==> src/sdrs_pkg.sv <==
package sdrs_pkg;
  // clock and time bases
  localparam int CLK_NS = 50;
  localparam int US_NS = 1000;
  localparam int MS_NS = 1000000;
  localparam int MS_CYCLES = MS_NS / CLK_NS;
  // refresh periods in microseconds
  localparam int REF_CAP_US = 200;
  localparam int REF_FAST_US = 100;
  localparam int REF_S36_US = 125;
  localparam int REF_S76_US = 150;
  localparam int REF_S108_US = 175;
  localparam logic [11:0] CYC_CAP = 12'(REF_CAP_US * US_NS / CLK_NS);
  localparam logic [11:0] CYC_FAST = 12'(REF_FAST_US * US_NS / CLK_NS);
  localparam logic [11:0] CYC_S36 = 12'(REF_S36_US * US_NS / CLK_NS);
  localparam logic [11:0] CYC_S76 = 12'(REF_S76_US * US_NS / CLK_NS);
  localparam logic [11:0] CYC_S108 = 12'(REF_S108_US * US_NS / CLK_NS);
  // mapping limits and speed-table thresholds
  localparam int AMP_W = 6;
  localparam logic [5:0] FAST_MAX_AMPS = 6'h10;
  localparam logic [8:0] FAST_MAX_BYTES = 9'h010;
  localparam logic [8:0] S36_MAX_BYTES = 9'h024;
  localparam logic [8:0] S76_MAX_BYTES = 9'h04C;
  localparam logic [8:0] CAP_MAX_BYTES = 9'h15E;
  localparam logic [8:0] SPD_MAX_BYTES = 9'h06C;
  localparam logic [7:0] CAP_MAX_ITEMS = CAP_MAX_BYTES[8:1];
  localparam logic [7:0] SPD_MAX_ITEMS = SPD_MAX_BYTES[8:1];
  localparam int ITEM_W = 16;
  localparam int ITEM_AW = 8;
  // indicator pattern times in milliseconds
  localparam logic [10:0] FLICKER_MS = 11'h032;
  localparam logic [10:0] BLINK_MS = 11'h0C8;
  localparam logic [10:0] SF_ON_MS = 11'h0C8;
  localparam logic [10:0] SF_OFF_MS = 11'h3E8;
  // amplifier count settle window
  localparam int SETTLE_MS = 100;
  localparam int SETTLE_CYCLES = SETTLE_MS * MS_CYCLES;
  // register word offsets
  localparam logic [11:0] REG_CTRL = 12'h000;
  localparam logic [11:0] REG_MAPSIZE = 12'h004;
  localparam logic [11:0] REG_COUNT = 12'h008;
  localparam logic [11:0] REG_STATUS = 12'h00C;
  localparam logic [11:0] REG_MASK = 12'h010;
  localparam logic [11:0] REG_PERIOD = 12'h014;
  localparam logic [3:0] IMG_PAGE = 4'h1;
  // control bits
  localparam int CTRL_SPEED = 0;
  localparam int CTRL_DC = 1;
  localparam int CTRL_FILT = 2;
  localparam int CTRL_DUMMY = 3;
  localparam int CTRL_W = 4;
  // status bits
  localparam int ST_DONE = 0;
  localparam int ST_MISM = 1;
  localparam int ST_CFG = 2;
  localparam int ST_OVR = 3;
  localparam int ST_REG = 4;
  localparam int ST_W = 5;
  // reset values and bus answers
  localparam logic [3:0] CTRL_RST = 4'h0;
  localparam logic [8:0] MAPSIZE_RST = 9'h000;
  localparam logic [4:0] MASK_RST = 5'h00;
  localparam logic [1:0] RESP_OKAY = 2'h0;
  localparam logic [1:0] RESP_SLVERR = 2'h2;
  typedef enum logic [0:0] {SDRS_IDLE, SDRS_RUN} sdrs_state_t;
endpackage : sdrs_pkg

==> src/sdrs_mem.sv <==
`timescale 1ns/1ps
module sdrs_mem #(
  parameter int DW = 16,
  parameter int AW = 8
) (
  input wire logic aclk,
  input wire logic we,
  input wire logic [AW-1:0] waddr,
  input wire logic [DW-1:0] wdata,
  input wire logic [AW-1:0] raddr,
  output logic [DW-1:0] rdata_ff
);
  logic [DW-1:0] mem_ff [2**AW];

  if (DW < 1 || AW < 1) begin : g_bad
    $error("sdrs_mem: widths must be positive");
  end

  // one write port for the refresh engine
  always_ff @(posedge aclk) begin
    if (we) begin
      mem_ff[waddr] <= wdata;
    end
  end

  // registered read port for the bus
  always_ff @(posedge aclk) begin
    rdata_ff <= mem_ff[raddr];
  end
endmodule : sdrs_mem

==> src/sdrs_blink.sv <==
`timescale 1ns/1ps
module sdrs_blink
  import sdrs_pkg::*;
#(
  parameter int MS_CYC = MS_CYCLES
) (
  input wire logic aclk,
  input wire logic aresetn,
  output logic flicker_ff,
  output logic blink_ff,
  output logic sflash_ff
);
  localparam int PW = $clog2(MS_CYC + 1);
  logic [PW-1:0] ms_cnt_ff;
  logic ms_tick_ff;
  logic [10:0] fl_cnt_ff;
  logic [10:0] bl_cnt_ff;
  logic [10:0] sf_cnt_ff;
  logic [10:0] nxt_sf_cnt;

  if (MS_CYC < 2) begin : g_bad
    $error("sdrs_blink: MS_CYC must be at least 2");
  end

  // millisecond prescaler
  always_ff @(posedge aclk) begin
    if (!aresetn) begin
      ms_cnt_ff <= '0;
      ms_tick_ff <= 1'b0;
    end else begin
      ms_tick_ff <= (ms_cnt_ff == PW'(MS_CYC - 1));
      ms_cnt_ff <= (ms_cnt_ff == PW'(MS_CYC - 1)) ? '0 : ms_cnt_ff + 1'b1;
    end
  end

  // flicker and blink: equal on and off halves
  always_ff @(posedge aclk) begin
    if (!aresetn) begin
      fl_cnt_ff <= '0;
      bl_cnt_ff <= '0;
      flicker_ff <= 1'b0;
      blink_ff <= 1'b0;
    end else if (ms_tick_ff) begin
      fl_cnt_ff <= (fl_cnt_ff == FLICKER_MS - 11'h001) ? '0 : fl_cnt_ff + 1'b1;
      bl_cnt_ff <= (bl_cnt_ff == BLINK_MS - 11'h001) ? '0 : bl_cnt_ff + 1'b1;
      if (fl_cnt_ff == FLICKER_MS - 11'h001) begin
        flicker_ff <= ~flicker_ff;
      end
      if (bl_cnt_ff == BLINK_MS - 11'h001) begin
        blink_ff <= ~blink_ff;
      end
    end
  end

  // single flash: short on phase, long off phase
  assign nxt_sf_cnt = (sf_cnt_ff == SF_ON_MS + SF_OFF_MS - 11'h001) ? '0 :
                      sf_cnt_ff + 1'b1;
  always_ff @(posedge aclk) begin
    if (!aresetn) begin
      sf_cnt_ff <= '0;
      sflash_ff <= 1'b0;
    end else if (ms_tick_ff) begin
      sf_cnt_ff <= nxt_sf_cnt;
      sflash_ff <= (nxt_sf_cnt < SF_ON_MS);
    end
  end

  property p_flicker_half;
    @(posedge aclk) disable iff (!aresetn)
    (ms_tick_ff && fl_cnt_ff == FLICKER_MS - 11'h001)
      |=> (flicker_ff != $past(flicker_ff));
  endproperty
  a_flicker_half: assert property (p_flicker_half)
    else $error("flicker did not toggle at half period");

  property p_sflash_phase;
    @(posedge aclk) disable iff (!aresetn)
    (ms_tick_ff && sf_cnt_ff == SF_ON_MS - 11'h001) |=> !sflash_ff;
  endproperty
  a_sflash_phase: assert property (p_sflash_phase)
    else $error("single flash on phase too long");
endmodule : sdrs_blink

==> src/sdrs_top.sv <==
// Implementation choices: the register addresses and register access over AXI4-Lite.
`timescale 1ns/1ps
module sdrs_top
  import sdrs_pkg::*;
#(
  parameter int IO_W = 60,
  parameter int SLICE_ITEMS = 8,
  parameter int MS_CYC = MS_CYCLES,
  parameter int SETTLE_CYC = SETTLE_CYCLES
) (
  input wire logic aclk,
  input wire logic aresetn,
  input wire logic [11:0] awaddr,
  input wire logic awvalid,
  output logic awready,
  input wire logic [31:0] wdata,
  input wire logic [3:0] wstrb,
  input wire logic wvalid,
  output logic wready,
  output logic [1:0] bresp,
  output logic bvalid,
  input wire logic bready,
  input wire logic [11:0] araddr,
  input wire logic arvalid,
  output logic arready,
  output logic [31:0] rdata,
  output logic [1:0] rresp,
  output logic rvalid,
  input wire logic rready,
  input wire logic sync0,
  input wire logic [AMP_W-1:0] amp_count,
  input wire logic [IO_W-1:0] io_bits,
  input wire logic hw_fail,
  input wire logic switch_bad,
  input wire logic nvm_bad,
  input wire logic link_up,
  input wire logic pd_active,
  input wire logic safe_op,
  output logic item_req,
  output logic [ITEM_AW-1:0] item_idx,
  input wire logic [ITEM_W-1:0] item_data,
  input wire logic item_valid,
  output logic [IO_W-1:0] io_image,
  output logic power_indicator,
  output logic link_act_ind,
  output logic run_ind,
  output logic err_ind,
  output logic irq
);
  localparam int SW = $clog2(SETTLE_CYC + 1);

  if (SLICE_ITEMS < 1 || SLICE_ITEMS > 175 || IO_W < 1 || SETTLE_CYC < 2)
  begin : g_bad
    $error("sdrs_top: parameter out of range");
  end

  logic aw_have_ff, w_have_ff, bvalid_ff, awready_ff, wready_ff;
  logic [11:0] aw_addr_ff;
  logic [31:0] w_data_ff;
  logic [3:0] w_strb_ff;
  logic [1:0] bresp_ff, rresp_ff;
  logic wr_fire, nxt_aw_have, nxt_w_have, nxt_bvalid, wr_hit;
  logic arready_ff, rd_pend_ff, rvalid_ff, nxt_rd_pend, nxt_rvalid;
  logic [11:0] rd_addr_ff;
  logic [31:0] rdata_ff, rd_word;
  logic rd_hit;
  logic [11:0] img_ar_off, img_rd_off;
  logic [CTRL_W-1:0] ctrl_ff;
  logic [8:0] map_ff;
  logic [ST_W-1:0] st_ff, mask_ff, ev, nxt_st;
  logic irq_ff;
  logic sync_s1_ff, sync_s2_ff, sync_s3_ff, sync_rise;
  logic [AMP_W-1:0] amp_s1_ff, amp_s2_ff, amp_s3_ff, reg_cnt_ff;
  logic [IO_W-1:0] io_s1_ff, io_s2_ff, io_image_ff;
  logic [2:0] err_s1_ff, err_s2_ff;
  logic [SW-1:0] settle_ff;
  logic reg_done_ff, mism_ff, cfg_bad_ff, amp_stable;
  logic speed, dc_en, cfg_bad;
  logic [8:0] lim_bytes;
  logic [9:0] map_p1;
  logic [7:0] items_eff, slice_len;
  logic [11:0] cur_period, per_cnt_ff;
  logic start;
  sdrs_state_t state_ff;
  logic [7:0] idx_ff, left_ff, ptr_ff, nxt_idx;
  logic item_req_ff;
  logic [ITEM_W-1:0] mem_rdata;
  logic flicker, blink, sflash;
  logic pwr_ff, link_ff, run_ff, err_ff, blink_err;

  assign speed = ctrl_ff[CTRL_SPEED];
  assign dc_en = ctrl_ff[CTRL_DC];

  // write channel handshake: address and data in either order
  assign wr_fire = aw_have_ff && w_have_ff;
  assign nxt_aw_have = aw_have_ff ? !wr_fire : (awvalid && awready_ff);
  assign nxt_w_have = w_have_ff ? !wr_fire : (wvalid && wready_ff);
  assign nxt_bvalid = bvalid_ff ? !bready : wr_fire;
  always_ff @(posedge aclk) begin
    if (!aresetn) begin
      aw_have_ff <= 1'b0;
      w_have_ff <= 1'b0;
      bvalid_ff <= 1'b0;
      awready_ff <= 1'b0;
      wready_ff <= 1'b0;
      bresp_ff <= RESP_OKAY;
      aw_addr_ff <= '0;
      w_data_ff <= '0;
      w_strb_ff <= '0;
    end else begin
      aw_have_ff <= nxt_aw_have;
      w_have_ff <= nxt_w_have;
      bvalid_ff <= nxt_bvalid;
      awready_ff <= !nxt_aw_have && !nxt_bvalid;
      wready_ff <= !nxt_w_have && !nxt_bvalid;
      if (awvalid && awready_ff) aw_addr_ff <= awaddr;
      if (wvalid && wready_ff) begin
        w_data_ff <= wdata;
        w_strb_ff <= wstrb;
      end
      if (wr_fire) bresp_ff <= wr_hit ? RESP_OKAY : RESP_SLVERR;
    end
  end

  // write decode: only writable words answer okay
  always_comb begin
    if (aw_addr_ff == REG_CTRL) wr_hit = 1'b1;
    else if (aw_addr_ff == REG_MAPSIZE) wr_hit = 1'b1;
    else if (aw_addr_ff == REG_COUNT) wr_hit = 1'b1;
    else if (aw_addr_ff == REG_MASK) wr_hit = 1'b1;
    else wr_hit = 1'b0;
  end

  // configuration registers set by the master
  always_ff @(posedge aclk) begin
    if (!aresetn) begin
      ctrl_ff <= CTRL_RST;
      map_ff <= MAPSIZE_RST;
      mask_ff <= MASK_RST;
    end else if (wr_fire && w_strb_ff[0]) begin
      if (aw_addr_ff == REG_CTRL) ctrl_ff <= w_data_ff[CTRL_W-1:0];
      else if (aw_addr_ff == REG_MAPSIZE) begin
        map_ff[7:0] <= w_data_ff[7:0];
        if (w_strb_ff[1]) map_ff[8] <= w_data_ff[8];
      end else if (aw_addr_ff == REG_MASK) mask_ff <= w_data_ff[ST_W-1:0];
    end
  end

  // read channel: answer one edge after the address is taken
  assign nxt_rd_pend = !rd_pend_ff && arvalid && arready_ff;
  assign nxt_rvalid = rvalid_ff ? !rready : rd_pend_ff;
  always_ff @(posedge aclk) begin
    if (!aresetn) begin
      arready_ff <= 1'b0;
      rd_pend_ff <= 1'b0;
      rvalid_ff <= 1'b0;
      rd_addr_ff <= '0;
      rdata_ff <= '0;
      rresp_ff <= RESP_OKAY;
    end else begin
      rd_pend_ff <= nxt_rd_pend;
      rvalid_ff <= nxt_rvalid;
      arready_ff <= !nxt_rd_pend && !nxt_rvalid;
      if (nxt_rd_pend) rd_addr_ff <= araddr;
      if (rd_pend_ff) begin
        rdata_ff <= rd_hit ? rd_word : '0;
        rresp_ff <= rd_hit ? RESP_OKAY : RESP_SLVERR;
      end
    end
  end

  // item image window: word i sits at the page base plus four times i
  assign img_ar_off = araddr - {IMG_PAGE, 8'h00};
  assign img_rd_off = rd_addr_ff - {IMG_PAGE, 8'h00};

  // read decode of registers and the item image
  always_comb begin
    rd_hit = 1'b1;
    rd_word = '0;
    if (rd_addr_ff == REG_CTRL) rd_word[CTRL_W-1:0] = ctrl_ff;
    else if (rd_addr_ff == REG_MAPSIZE) rd_word[8:0] = map_ff;
    else if (rd_addr_ff == REG_COUNT) begin
      rd_word[5:0] = reg_cnt_ff;
      rd_word[13:8] = amp_s3_ff;
      rd_word[16] = reg_done_ff;
    end else if (rd_addr_ff == REG_STATUS) rd_word[ST_W-1:0] = st_ff;
    else if (rd_addr_ff == REG_MASK) rd_word[ST_W-1:0] = mask_ff;
    else if (rd_addr_ff == REG_PERIOD) begin
      rd_word[11:0] = cur_period;
      rd_word[16] = (state_ff == SDRS_RUN);
      rd_word[17] = cfg_bad_ff;
    end else if (rd_addr_ff[11:8] >= IMG_PAGE && img_rd_off[11:10] == 2'h0 &&
                 rd_addr_ff[1:0] == 2'h0)
      rd_word[ITEM_W-1:0] = mem_rdata;
    else rd_hit = 1'b0;
  end

  // pin synchronisers
  always_ff @(posedge aclk) begin
    if (!aresetn) begin
      {sync_s1_ff, sync_s2_ff, sync_s3_ff} <= 3'h0;
      {amp_s1_ff, amp_s2_ff, amp_s3_ff} <= '0;
      {io_s1_ff, io_s2_ff} <= '0;
      {err_s1_ff, err_s2_ff} <= 6'h00;
    end else begin
      {sync_s3_ff, sync_s2_ff, sync_s1_ff} <= {sync_s2_ff, sync_s1_ff, sync0};
      {amp_s3_ff, amp_s2_ff, amp_s1_ff} <= {amp_s2_ff, amp_s1_ff, amp_count};
      {io_s2_ff, io_s1_ff} <= {io_s1_ff, io_bits};
      err_s1_ff <= {nvm_bad, switch_bad, hw_fail};
      err_s2_ff <= err_s1_ff;
    end
  end
  assign sync_rise = sync_s2_ff && !sync_s3_ff;
  assign amp_stable = (amp_s2_ff == amp_s3_ff);

  // amplifier count registration, override and mismatch
  always_ff @(posedge aclk) begin
    if (!aresetn) begin
      settle_ff <= '0;
      reg_done_ff <= 1'b0;
      reg_cnt_ff <= '0;
      mism_ff <= 1'b0;
    end else begin
      mism_ff <= reg_done_ff && amp_stable && (amp_s3_ff != reg_cnt_ff);
      if (wr_fire && w_strb_ff[0] && aw_addr_ff == REG_COUNT) begin
        reg_cnt_ff <= w_data_ff[AMP_W-1:0];
        reg_done_ff <= 1'b1;
      end else if (!reg_done_ff) begin
        // wait until the chain count holds still, whoever powered up last
        if (!amp_stable) settle_ff <= '0;
        else if (settle_ff == SW'(SETTLE_CYC - 1)) begin
          reg_cnt_ff <= amp_s3_ff;
          reg_done_ff <= 1'b1;
        end else settle_ff <= settle_ff + 1'b1;
      end
    end
  end

  // mapping limits per mode and effective item count
  assign lim_bytes = speed ? SPD_MAX_BYTES : CAP_MAX_BYTES;
  assign cfg_bad = (map_ff > lim_bytes);
  assign map_p1 = {1'b0, map_ff} + 10'h001;
  assign items_eff = cfg_bad ? lim_bytes[8:1] : map_p1[8:1];
  assign slice_len = (items_eff > 8'(SLICE_ITEMS)) ? 8'(SLICE_ITEMS) : items_eff;

  // free-run period selection
  always_comb begin
    if (!speed) cur_period = CYC_CAP;
    else if (reg_cnt_ff <= FAST_MAX_AMPS && map_ff <= FAST_MAX_BYTES &&
             !ctrl_ff[CTRL_FILT] && !ctrl_ff[CTRL_DUMMY])
      cur_period = CYC_FAST;
    else if (map_ff <= S36_MAX_BYTES) cur_period = CYC_S36;
    else if (map_ff <= S76_MAX_BYTES) cur_period = CYC_S76;
    else cur_period = CYC_S108;
  end

  // refresh tick: own period counter or the sync pulse
  always_ff @(posedge aclk) begin
    if (!aresetn || dc_en) per_cnt_ff <= '0;
    else if (per_cnt_ff >= cur_period - 12'h001) per_cnt_ff <= '0;
    else per_cnt_ff <= per_cnt_ff + 1'b1;
  end
  assign start = dc_en ? sync_rise :
                 (per_cnt_ff >= cur_period - 12'h001);

  // discrete outputs follow every refresh cycle
  always_ff @(posedge aclk) begin
    if (!aresetn) io_image_ff <= '0;
    else if (start) io_image_ff <= io_s2_ff;
  end

  // item refresh engine
  assign nxt_idx = (idx_ff + 8'h01 >= items_eff) ? 8'h00 : idx_ff + 8'h01;
  always_ff @(posedge aclk) begin
    if (!aresetn) begin
      state_ff <= SDRS_IDLE;
      idx_ff <= '0;
      left_ff <= '0;
      ptr_ff <= '0;
      item_req_ff <= 1'b0;
    end else begin
      case (state_ff)
        SDRS_IDLE: begin
          if (start && items_eff != 8'h00) begin
            state_ff <= SDRS_RUN;
            item_req_ff <= 1'b1;
            if (speed) begin
              idx_ff <= '0;
              left_ff <= items_eff;
            end else begin
              idx_ff <= (ptr_ff >= items_eff) ? 8'h00 : ptr_ff;
              left_ff <= slice_len;
            end
          end
        end
        SDRS_RUN: begin
          if (item_valid) begin
            idx_ff <= nxt_idx;
            left_ff <= left_ff - 8'h01;
            if (left_ff == 8'h01) begin
              state_ff <= SDRS_IDLE;
              item_req_ff <= 1'b0;
              if (!speed) ptr_ff <= nxt_idx;
            end
          end
        end
        default: state_ff <= SDRS_IDLE;
      endcase
    end
  end

  sdrs_mem #(.DW(ITEM_W), .AW(ITEM_AW)) u_mem (
    .aclk(aclk),
    .we(state_ff == SDRS_RUN && item_valid),
    .waddr(idx_ff),
    .wdata(item_data),
    .raddr(img_ar_off[9:2]),
    .rdata_ff(mem_rdata)
  );

  // sticky status, cleared by reading it; a new event wins
  always_ff @(posedge aclk) begin
    if (!aresetn) begin
      cfg_bad_ff <= 1'b0;
      st_ff <= '0;
      irq_ff <= 1'b0;
    end else begin
      cfg_bad_ff <= cfg_bad;
      st_ff <= nxt_st;
      irq_ff <= |(nxt_st & mask_ff); // drops with the status it reflects
    end
  end
  always_comb begin
    ev = '0;
    ev[ST_DONE] = (state_ff == SDRS_RUN) && item_valid && (left_ff == 8'h01);
    ev[ST_MISM] = reg_done_ff && amp_stable && (amp_s3_ff != reg_cnt_ff) &&
                  !mism_ff;
    ev[ST_CFG] = cfg_bad && !cfg_bad_ff;
    ev[ST_OVR] = start && (state_ff == SDRS_RUN);
    ev[ST_REG] = !reg_done_ff && amp_stable && settle_ff == SW'(SETTLE_CYC - 1);
  end
  // a status read clears the word, an event in that cycle survives
  assign nxt_st = (rd_pend_ff && rd_addr_ff == REG_STATUS) ? ev :
                  (st_ff | ev);

  sdrs_blink #(.MS_CYC(MS_CYC)) u_blink (
    .aclk(aclk),
    .aresetn(aresetn),
    .flicker_ff(flicker),
    .blink_ff(blink),
    .sflash_ff(sflash)
  );

  // status indicators
  assign blink_err = err_s2_ff[1] || err_s2_ff[2] || cfg_bad_ff || mism_ff;
  always_ff @(posedge aclk) begin
    if (!aresetn) begin
      {pwr_ff, link_ff, run_ff, err_ff} <= 4'h0;
    end else begin
      pwr_ff <= 1'b1;
      link_ff <= link_up && (pd_active ? flicker : 1'b1);
      if (err_s2_ff[0]) begin
        run_ff <= 1'b0;
        err_ff <= 1'b1;
      end else begin
        run_ff <= pd_active ? 1'b1 : (safe_op && sflash);
        err_ff <= blink_err && blink;
      end
    end
  end

  assign awready = awready_ff;
  assign wready = wready_ff;
  assign bvalid = bvalid_ff;
  assign bresp = bresp_ff;
  assign arready = arready_ff;
  assign rvalid = rvalid_ff;
  assign rdata = rdata_ff;
  assign rresp = rresp_ff;
  assign item_req = item_req_ff;
  assign item_idx = idx_ff;
  assign io_image = io_image_ff;
  assign power_indicator = pwr_ff;
  assign link_act_ind = link_ff;
  assign run_ind = run_ff;
  assign err_ind = err_ff;
  assign irq = irq_ff;

  property p_io_each;
    @(posedge aclk) disable iff (!aresetn)
    start |=> (io_image_ff == $past(io_s2_ff));
  endproperty
  a_io_each: assert property (p_io_each)
    else $error("discrete image not captured on refresh");

  property p_cap_period;
    @(posedge aclk) disable iff (!aresetn)
    !speed |-> (cur_period == CYC_CAP);
  endproperty
  a_cap_period: assert property (p_cap_period)
    else $error("capacity mode period wrong");

  property p_big_period;
    @(posedge aclk) disable iff (!aresetn)
    (speed && map_ff > S76_MAX_BYTES) |-> (cur_period == CYC_S108);
  endproperty
  a_big_period: assert property (p_big_period)
    else $error("speed mode large map period wrong");

  property p_dc_start;
    @(posedge aclk) disable iff (!aresetn)
    dc_en |-> (start == sync_rise);
  endproperty
  a_dc_start: assert property (p_dc_start)
    else $error("sync mode refresh not tied to pulse");

  property p_speed_all;
    @(posedge aclk) disable iff (!aresetn)
    (state_ff == SDRS_IDLE && start && speed && items_eff != 8'h00)
      |=> (left_ff == $past(items_eff) && idx_ff == 8'h00);
  endproperty
  a_speed_all: assert property (p_speed_all)
    else $error("speed mode does not refresh all items");

  property p_cap_slice;
    @(posedge aclk) disable iff (!aresetn)
    (state_ff == SDRS_IDLE && start && !speed && items_eff != 8'h00)
      |=> (left_ff == $past(slice_len));
  endproperty
  a_cap_slice: assert property (p_cap_slice)
    else $error("capacity slice length wrong");

  property p_mism;
    @(posedge aclk) disable iff (!aresetn)
    (reg_done_ff && amp_stable && amp_s3_ff != reg_cnt_ff) |=> mism_ff;
  endproperty
  a_mism: assert property (p_mism)
    else $error("count mismatch not flagged");

  property p_run_normal;
    @(posedge aclk) disable iff (!aresetn)
    (pd_active && !err_s2_ff[0]) |=> (run_ff && pwr_ff) ##1 pwr_ff;
  endproperty
  a_run_normal: assert property (p_run_normal)
    else $error("run indicator not on in normal exchange");

  property p_hw_fail;
    @(posedge aclk) disable iff (!aresetn)
    err_s2_ff[0] |=> (!run_ff && err_ff);
  endproperty
  a_hw_fail: assert property (p_hw_fail)
    else $error("hardware failure indication wrong");

  property p_err_blink;
    @(posedge aclk) disable iff (!aresetn)
    (!err_s2_ff[0] && cfg_bad_ff) |=> (err_ff == $past(blink));
  endproperty
  a_err_blink: assert property (p_err_blink)
    else $error("error indicator not blinking on bad config");
endmodule : sdrs_top

==> config.mk <==
export PLATFORM = sky130hd
export DESIGN_NAME = sdrs_top
export DESIGN_NICKNAME = d
export VERILOG_FILES = /design/src/sdrs_pkg.sv /design/src/sdrs_mem.sv /design/src/sdrs_blink.sv /design/src/sdrs_top.sv
export SDC_FILE = /design/constraint.sdc
export NUM_CORES = 2
export LEC_CHECK = 0
export ABC_AREA = 1
export BUFFER_PORTS_ARGS = -buffer_cell sky130_fd_sc_hd__buf_2
export CAP_MARGIN = 20
export CORE_MARGIN = 2
export CORE_UTILIZATION = 25
export CTS_CLUSTER_DIAMETER = 80
export CTS_CLUSTER_SIZE = 10
export DETAILED_ROUTE_END_ITERATION = 10
export GPL_TIMING_DRIVEN = 0
export PLACE_DENSITY_LB_ADDON = 0.12
export REMOVE_ABC_BUFFERS = 1
export SLEW_MARGIN = 20
export SYNTH_ARGS = -nofsm -noshare
export SYNTH_HDL_FRONTEND = slang
export SYNTH_SLANG_ARGS = --single-unit
export TNS_END_PERCENT = 10
==> constraint.sdc <==
create_clock -name aclk -period 7.36 [get_ports aclk]
set_input_delay 1.84 -clock aclk [delete_from_list [all_inputs] [get_ports aclk]]
set_output_delay 1.84 -clock aclk [all_outputs]
set_load 0.02 [all_outputs]
Word level (Yosys, flattened, before mapping)
Memory sizes are Yosys's and may differ from the RTL's. A register that Yosys moved wholly into a read port is not among the register bits.
Cells that the tools add are included.
- register bits: 434
- bits in latches: 0
- memory bits (writable): 4096
- ROM bits: 0
- bits of input ports: 157
- output and inout bits: 115
- memories kept: 1
- $add $sub $neg: 12
- multipliers: 0
- divide/modulo/power cells: 0
- $lt $le $gt $ge: 11
- eq/ne operators: 21
- shift operators: 0
- muxes and demuxes: 93
- bitwise gates (word level): 11
- reduce and logical (&&, ||, !) cells: 72
- memories (name ; depth ; width ; rd ports ; clocked after memory_dff ; write ports ; RTL line ; RTL):
    u_mem.mem_ff ; 256 ; 16 ; 1 ; 1 ; 1 ; sdrs_mem.sv:13 ; logic [DW-1:0] mem_ff [2**AW];
- operators with widths (operator ; count):
    2-to-1 mux 16 bit ; 7
    2-to-1 mux 12 bit ; 8
    2-to-1 mux 8 bit ; 10
    2-to-1 mux 11 bit ; 5
    2-to-1 mux 21 bit ; 2
    == test 12 x 4 -> 1 bit (second input constant) ; 3
    == test 12 x 5 -> 1 bit (second input constant) ; 3
    2-to-1 mux 6 bit ; 6
    2-to-1 mux 1 bit ; 34
    adder 11 x 1 -> 11 bit (second input constant) ; 3
    one-hot mux 8 bit (2 select lines) ; 2
    logical AND 1 bit ; 30
    2-to-1 mux 9 bit ; 3
    2-to-1 mux 13 bit ; 2
    == test 12 x 3 -> 1 bit (second input constant) ; 2
    logical NOT 12 bit ; 2
    adder 21 x 1 -> 21 bit (second input constant) ; 1
    == test 21 bit (second input constant) ; 1
    2-to-1 mux 18 bit ; 1
    >= comparator 8 bit ; 2
    logical NOT 1 bit ; 16
    adder 15 x 1 -> 15 bit (second input constant) ; 1
    == test 15 bit (second input constant) ; 1
    2-to-1 mux 5 bit ; 3
    40 further kinds ; 72

Depth between registers and ports, before layout
- depth in word-level cells: 23
- mapped depth: 21
- gate-level depth less buffers: 21

By module
A second synthesis with hierarchy kept.
- cells, all modules: 16017
- area, all modules: 183332.1 um2
- by module, submodules not included (module ; instances ; cells an instance ; area an instance (um2) ; sequential area each (um2)):
    sdrs_mem ; 1 ; 13617 ; 165706.4 ; 123318.3
    sdrs_top ; 1 ; 2055 ; 15094.5 ; 7327.0
    sdrs_blink ; 1 ; 345 ; 2531.2 ; 1041.0

Least setup slack after synthesis
OpenSTA, ideal clock, no wires.
- path type: input-to-reg
- start point: input port item_valid
- end point: memory u_mem.mem_ff[179][0], enable pin
- setup time: 0.409 ns
- arrival time: 3.352 ns
- slack: 3.599 ns
- cell stages on the path: 4
- path buffers: 0
- cells stage by stage: nand2_1 clkinv_1 nand2_1 nor3_1
- longest elaborated chain between the ends: 3
- ends and longest elaborated chain (element ; RTL line ; RTL):
    start, declared ; sdrs_top.sv:42 ; input wire logic item_valid,
    logical AND 1 bit ; sdrs_top.sv:314 ; .we(state_ff == SDRS_RUN && item_valid),
    2-to-1 mux 1 bit ; sdrs_mem.sv:21 ; if (we) begin
    2-to-1 mux 1 bit (implied by the code) ; sdrs_mem.sv:22 ; mem_ff[waddr] <= wdata;
    end, declared ; sdrs_mem.sv:13 ;
Every way passes these cells.

Final worst setup path
- start point: input port araddr[2]
- end point: register u_mem.rdata_ff[0], read port of u_mem.mem_ff
- longest elaborated chain between the ends: 1
- ends and longest elaborated chain (element ; RTL line ; RTL):
    start, declared ; sdrs_top.sv:23 ; input wire logic [11:0] araddr,
    subtractor 10 x 9 -> 10 bit ; sdrs_top.sv:173 ; assign img_ar_off = araddr - {IMG_PAGE, 8'h00};
    end, declared ; sdrs_mem.sv:11 ; output logic [DW-1:0] rdata_ff
Every way passes these cells.
A chain may end at the register's enable or synchronous reset.

==> impl_metrics.ini <==
[timing]
setup_viol = 0
timing.final.crit_share_pct = 97.2
relSlewSlack_pct = 19.4
fin_crit_ns = 7.15
rsz0062_at_grt = no
finClkSkew_ns = 0.0578
hold_ws_ns = 0.404
fmax_mhz = 140
maxSlewViolCount = 0
finalHoldViolCount = 0
worstMarginPinSlew_ns = 1.20

[flow_run]
maxCapViolCount = 0

[clock_tree]
hold_buffers = 0
clk_path_buf_depth = 4
clkLatencyLatePin_ns = 1.08
root_buffer = clkbuf_16
post_cts_resize_count = 0
clkTransAtPathRegs_ns = 0.05
cts_setup_buffers = 0
cts-buffers-inserted = 533
cts_tree = done
cts_sinks = 4530
cts.htree.levels = 6

[drt]
dr.pass1.iters = 6
drt_iter0_drc = 9426
wl_per_cell_um = 25.7
routed_wl_um = 630000
ant_nets = 0
drc = 0
via_count = 116000
vias_per_cell = 4.73

[synthesis]
synth-edff-count = 4096
synthCells = 14800
synth_area_sq_um = 179000
synth_ff_type = edfxtp_1
ys_ff_latch = 4530
syn-mean-instance-area_sq_um = 12.1
ys_types = 50
seq_area_frac_synth_pct = 73.6
synth_warnings = 0
async_flop_share_pct = 0

[setup_path]
worst_r2r_path_depth = 18
regToRegStartpoint = ctrl_ff[0]$_SDFFE_PN0P_
worstPathRequired_ns = 8.21
crit_fanout = 129
cp-start-kind = input port
end_kind = register
crit_end = u_mem.rdata_ff[0]$_DFF_P_
arrival_ns = 8.00
startpoint = araddr[2]
r2r_slack_ns = 3.10
crit_type = in -> reg
r2r-end = item_idx[0]$_SDFFE_PN0P_

[finish]
syn_to_final_growth_pct = 17.5
fillers = 73000
drive_above_1_share_pct = 9.64
nets = 15000
final_core_util_pct = 29.5

[run_status]
status = completed

[global_route]
grt_pass1_vias = 112000
grt_pass1_wl_um = 886000
antenna_found_initial = 22
grt_remaining_overflow = 0
grt_use_total_pct = 16.7
grt_start_max_net_pins = 151

[floorplan]
die-area_sq_um = 722000
rows = 310
die_h_um = 850
coreArea_sq_um = 713000
start_util_pct = 25.1
io_pins = 272
die_x_um = 850

[placed_design]
globalplace.congestion = 0.765
portBuffers = 230
place_hpwl_um = 373000

[worst_hold_path]
hold_path_class = reg -> reg
hp-start = io_s1_ff[26]$_SDFF_PN0_

[power]
leakage_uw = 0.0682
peakVddDrop_mv = 0.255
p_per_area_nw_per_um2 = 264
## synth_stat cells, drive strengths merged, types with 4 or more instances
master / number / area share (%)
xnor2: 6 / 0.029
nand3b: 9 / 0.038
ha: 43 / 0.30
o21a: 4 / 0.017
clkinv: 6 / 0.013
inv: 348 / 0.73
nor3: 46 / 0.13
nand4: 36 / 0.13
nor2: 2658 / 5.6
nor4: 18 / 0.063
xor2: 37 / 0.18
clkbuf: 745 / 1.6
nor3b: 9 / 0.038
o21ai: 2240 / 6.3
or2: 7 / 0.024
a211oi: 4 / 0.017
edfxtp: 4096 / 69
buf: 289 / 0.85
dfxtp: 434 / 4.9
nand2: 1509 / 3.2
o22ai: 1039 / 3.6
nand3: 1068 / 3.0
a21oi: 167 / 0.47
o211ai: 5 / 0.021
## cell type report
class | instances | area (sq um) | share of cell area [%]
clock inverters | 65 | 873 | 0.415
multi-input cells | 8935 | 43500 | 20.7
flip-flops and latches | 4530 | 132000 | 62.6
well taps | 9516 | 11900 | 5.66
diodes | 10 | 25.0 | 0.0119
clock buffers | 598 | 13800 | 6.55
inverters | 354 | 1400 | 0.665
repair buffers | 482 | 7060 | 3.36
## worst max-delay path, cell delays in order
cell and delay [ns]:
buf_12 0.27, buf_16 0.39, buf_16 0.34, clkinv_16 0.40, buf_16 0.36, buf_16 0.29, buf_16 0.28, buf_16 0.29
buf_16 0.31, o21ai_0 0.24, o22ai_1 0.10, nand2_1 0.11, nand3_1 0.15, nand3_1 0.21, nand3_1 0.25, nand3_1 0.41
nand2_1 0.38, nand2_1 0.15, nand3_1 0.26
## registers in the layout, indices dropped and copies added (netlist names), 9 cells and up
signal,count
u_mem.mem_ff,4096
u_blink.ms_cnt_ff,15
u_blink.bl_cnt_ff,11
rd_addr_ff,12
w_data_ff,9
per_cnt_ff,12
io_s1_ff,60
aw_addr_ff,12
u_blink.fl_cnt_ff,11
u_blink.sf_cnt_ff,11
u_mem.rdata_ff,16
io_s2_ff,60
io_image,60
rdata,18
settle_ff,21
map_ff,9
## how the worst min path moves through the flow
stage                                          to  slack, ns  cells past startpoint
final                     io_s2_ff[26]$_SDFF_PN0_       0.40                      2
after detailed placement  io_s2_ff[26]$_SDFF_PN0_       0.40                      2
after global routing       io_s2_ff[1]$_SDFF_PN0_       0.42                      2
after global placement     io_s2_ff[1]$_SDFF_PN0_       0.40                      2
after floorplan           amp_s2_ff[0]$_SDFF_PN0_       0.39                      2
after CTS                 io_s2_ff[26]$_SDFF_PN0_       0.40                      2
## cell families after synthesis
kind of cell | after synthesis | synth area share (%)
flops | 4530 | 73.6
other cells | 1 | 0.00210
buf+inv | 1388 | 3.16
simple gates | 5361 | 12.2
compound gates | 3471 | 10.5
fa+ha+maj | 43 | 0.301
xor+xnor | 43 | 0.210
## layout by cell type, fill, tap and decap left out, types with 36 or more instances in the layout
| cell | n |
|---|---|
| clkbuf_16 | 542 |
| buf_16 | 157 |
| xor2_1 | 37 |
| ha_1 | 43 |
| nand3_1 | 1057 |
| nand2_1 | 1476 |
| buf_6 | 40 |
| nor3_1 | 43 |
| nand4_1 | 36 |
| nor2_2 | 75 |
| buf_2 | 208 |
| dfxtp_1 | 432 |
| a21oi_1 | 166 |
| o22ai_1 | 1039 |
| nor2_4 | 205 |
| edfxtp_1 | 4096 |
| o21ai_0 | 2232 |
| buf_8 | 53 |
| nor2_1 | 2378 |
| clkbuf_1 | 54 |
| inv_1 | 336 |
## power by group
group          switching [uW]  total [uW]  internal, uW
registers                34.0       28100         28100
logic                    2570        3410           840
clock network           10600       23900         13300
total                   13200       55500         42200
## metrics by stage
stage	std cells	power (uW)	cell area (sq um)	TNS [ns]	setup WS [ns]
after floorplan	13800	30200	175000	-169.32	-9.97
after global placement	23600	32700	188000	-	-310.08
after detailed placement	23800	32100	196000	-13.31	-1.03
after CTS	24500	56300	210000	0	0.150
after global routing	24500	57300	210000	0	0.117
final	24500	55500	210000	0	0.208
## routing by layer
metal | share of wire [%] | vias up | GRT usage (%)
met5 | 0.046 | - | 0.249
li1 | - | 53600 | -
met2 | 46 | 2479 | 26.9
met1 | 47 | 59100 | 23.7
met3 | 4.4 | 701 | 2.33
met4 | 2.5 | 6 | 3.99
Power figures use the tool's default switching activity.
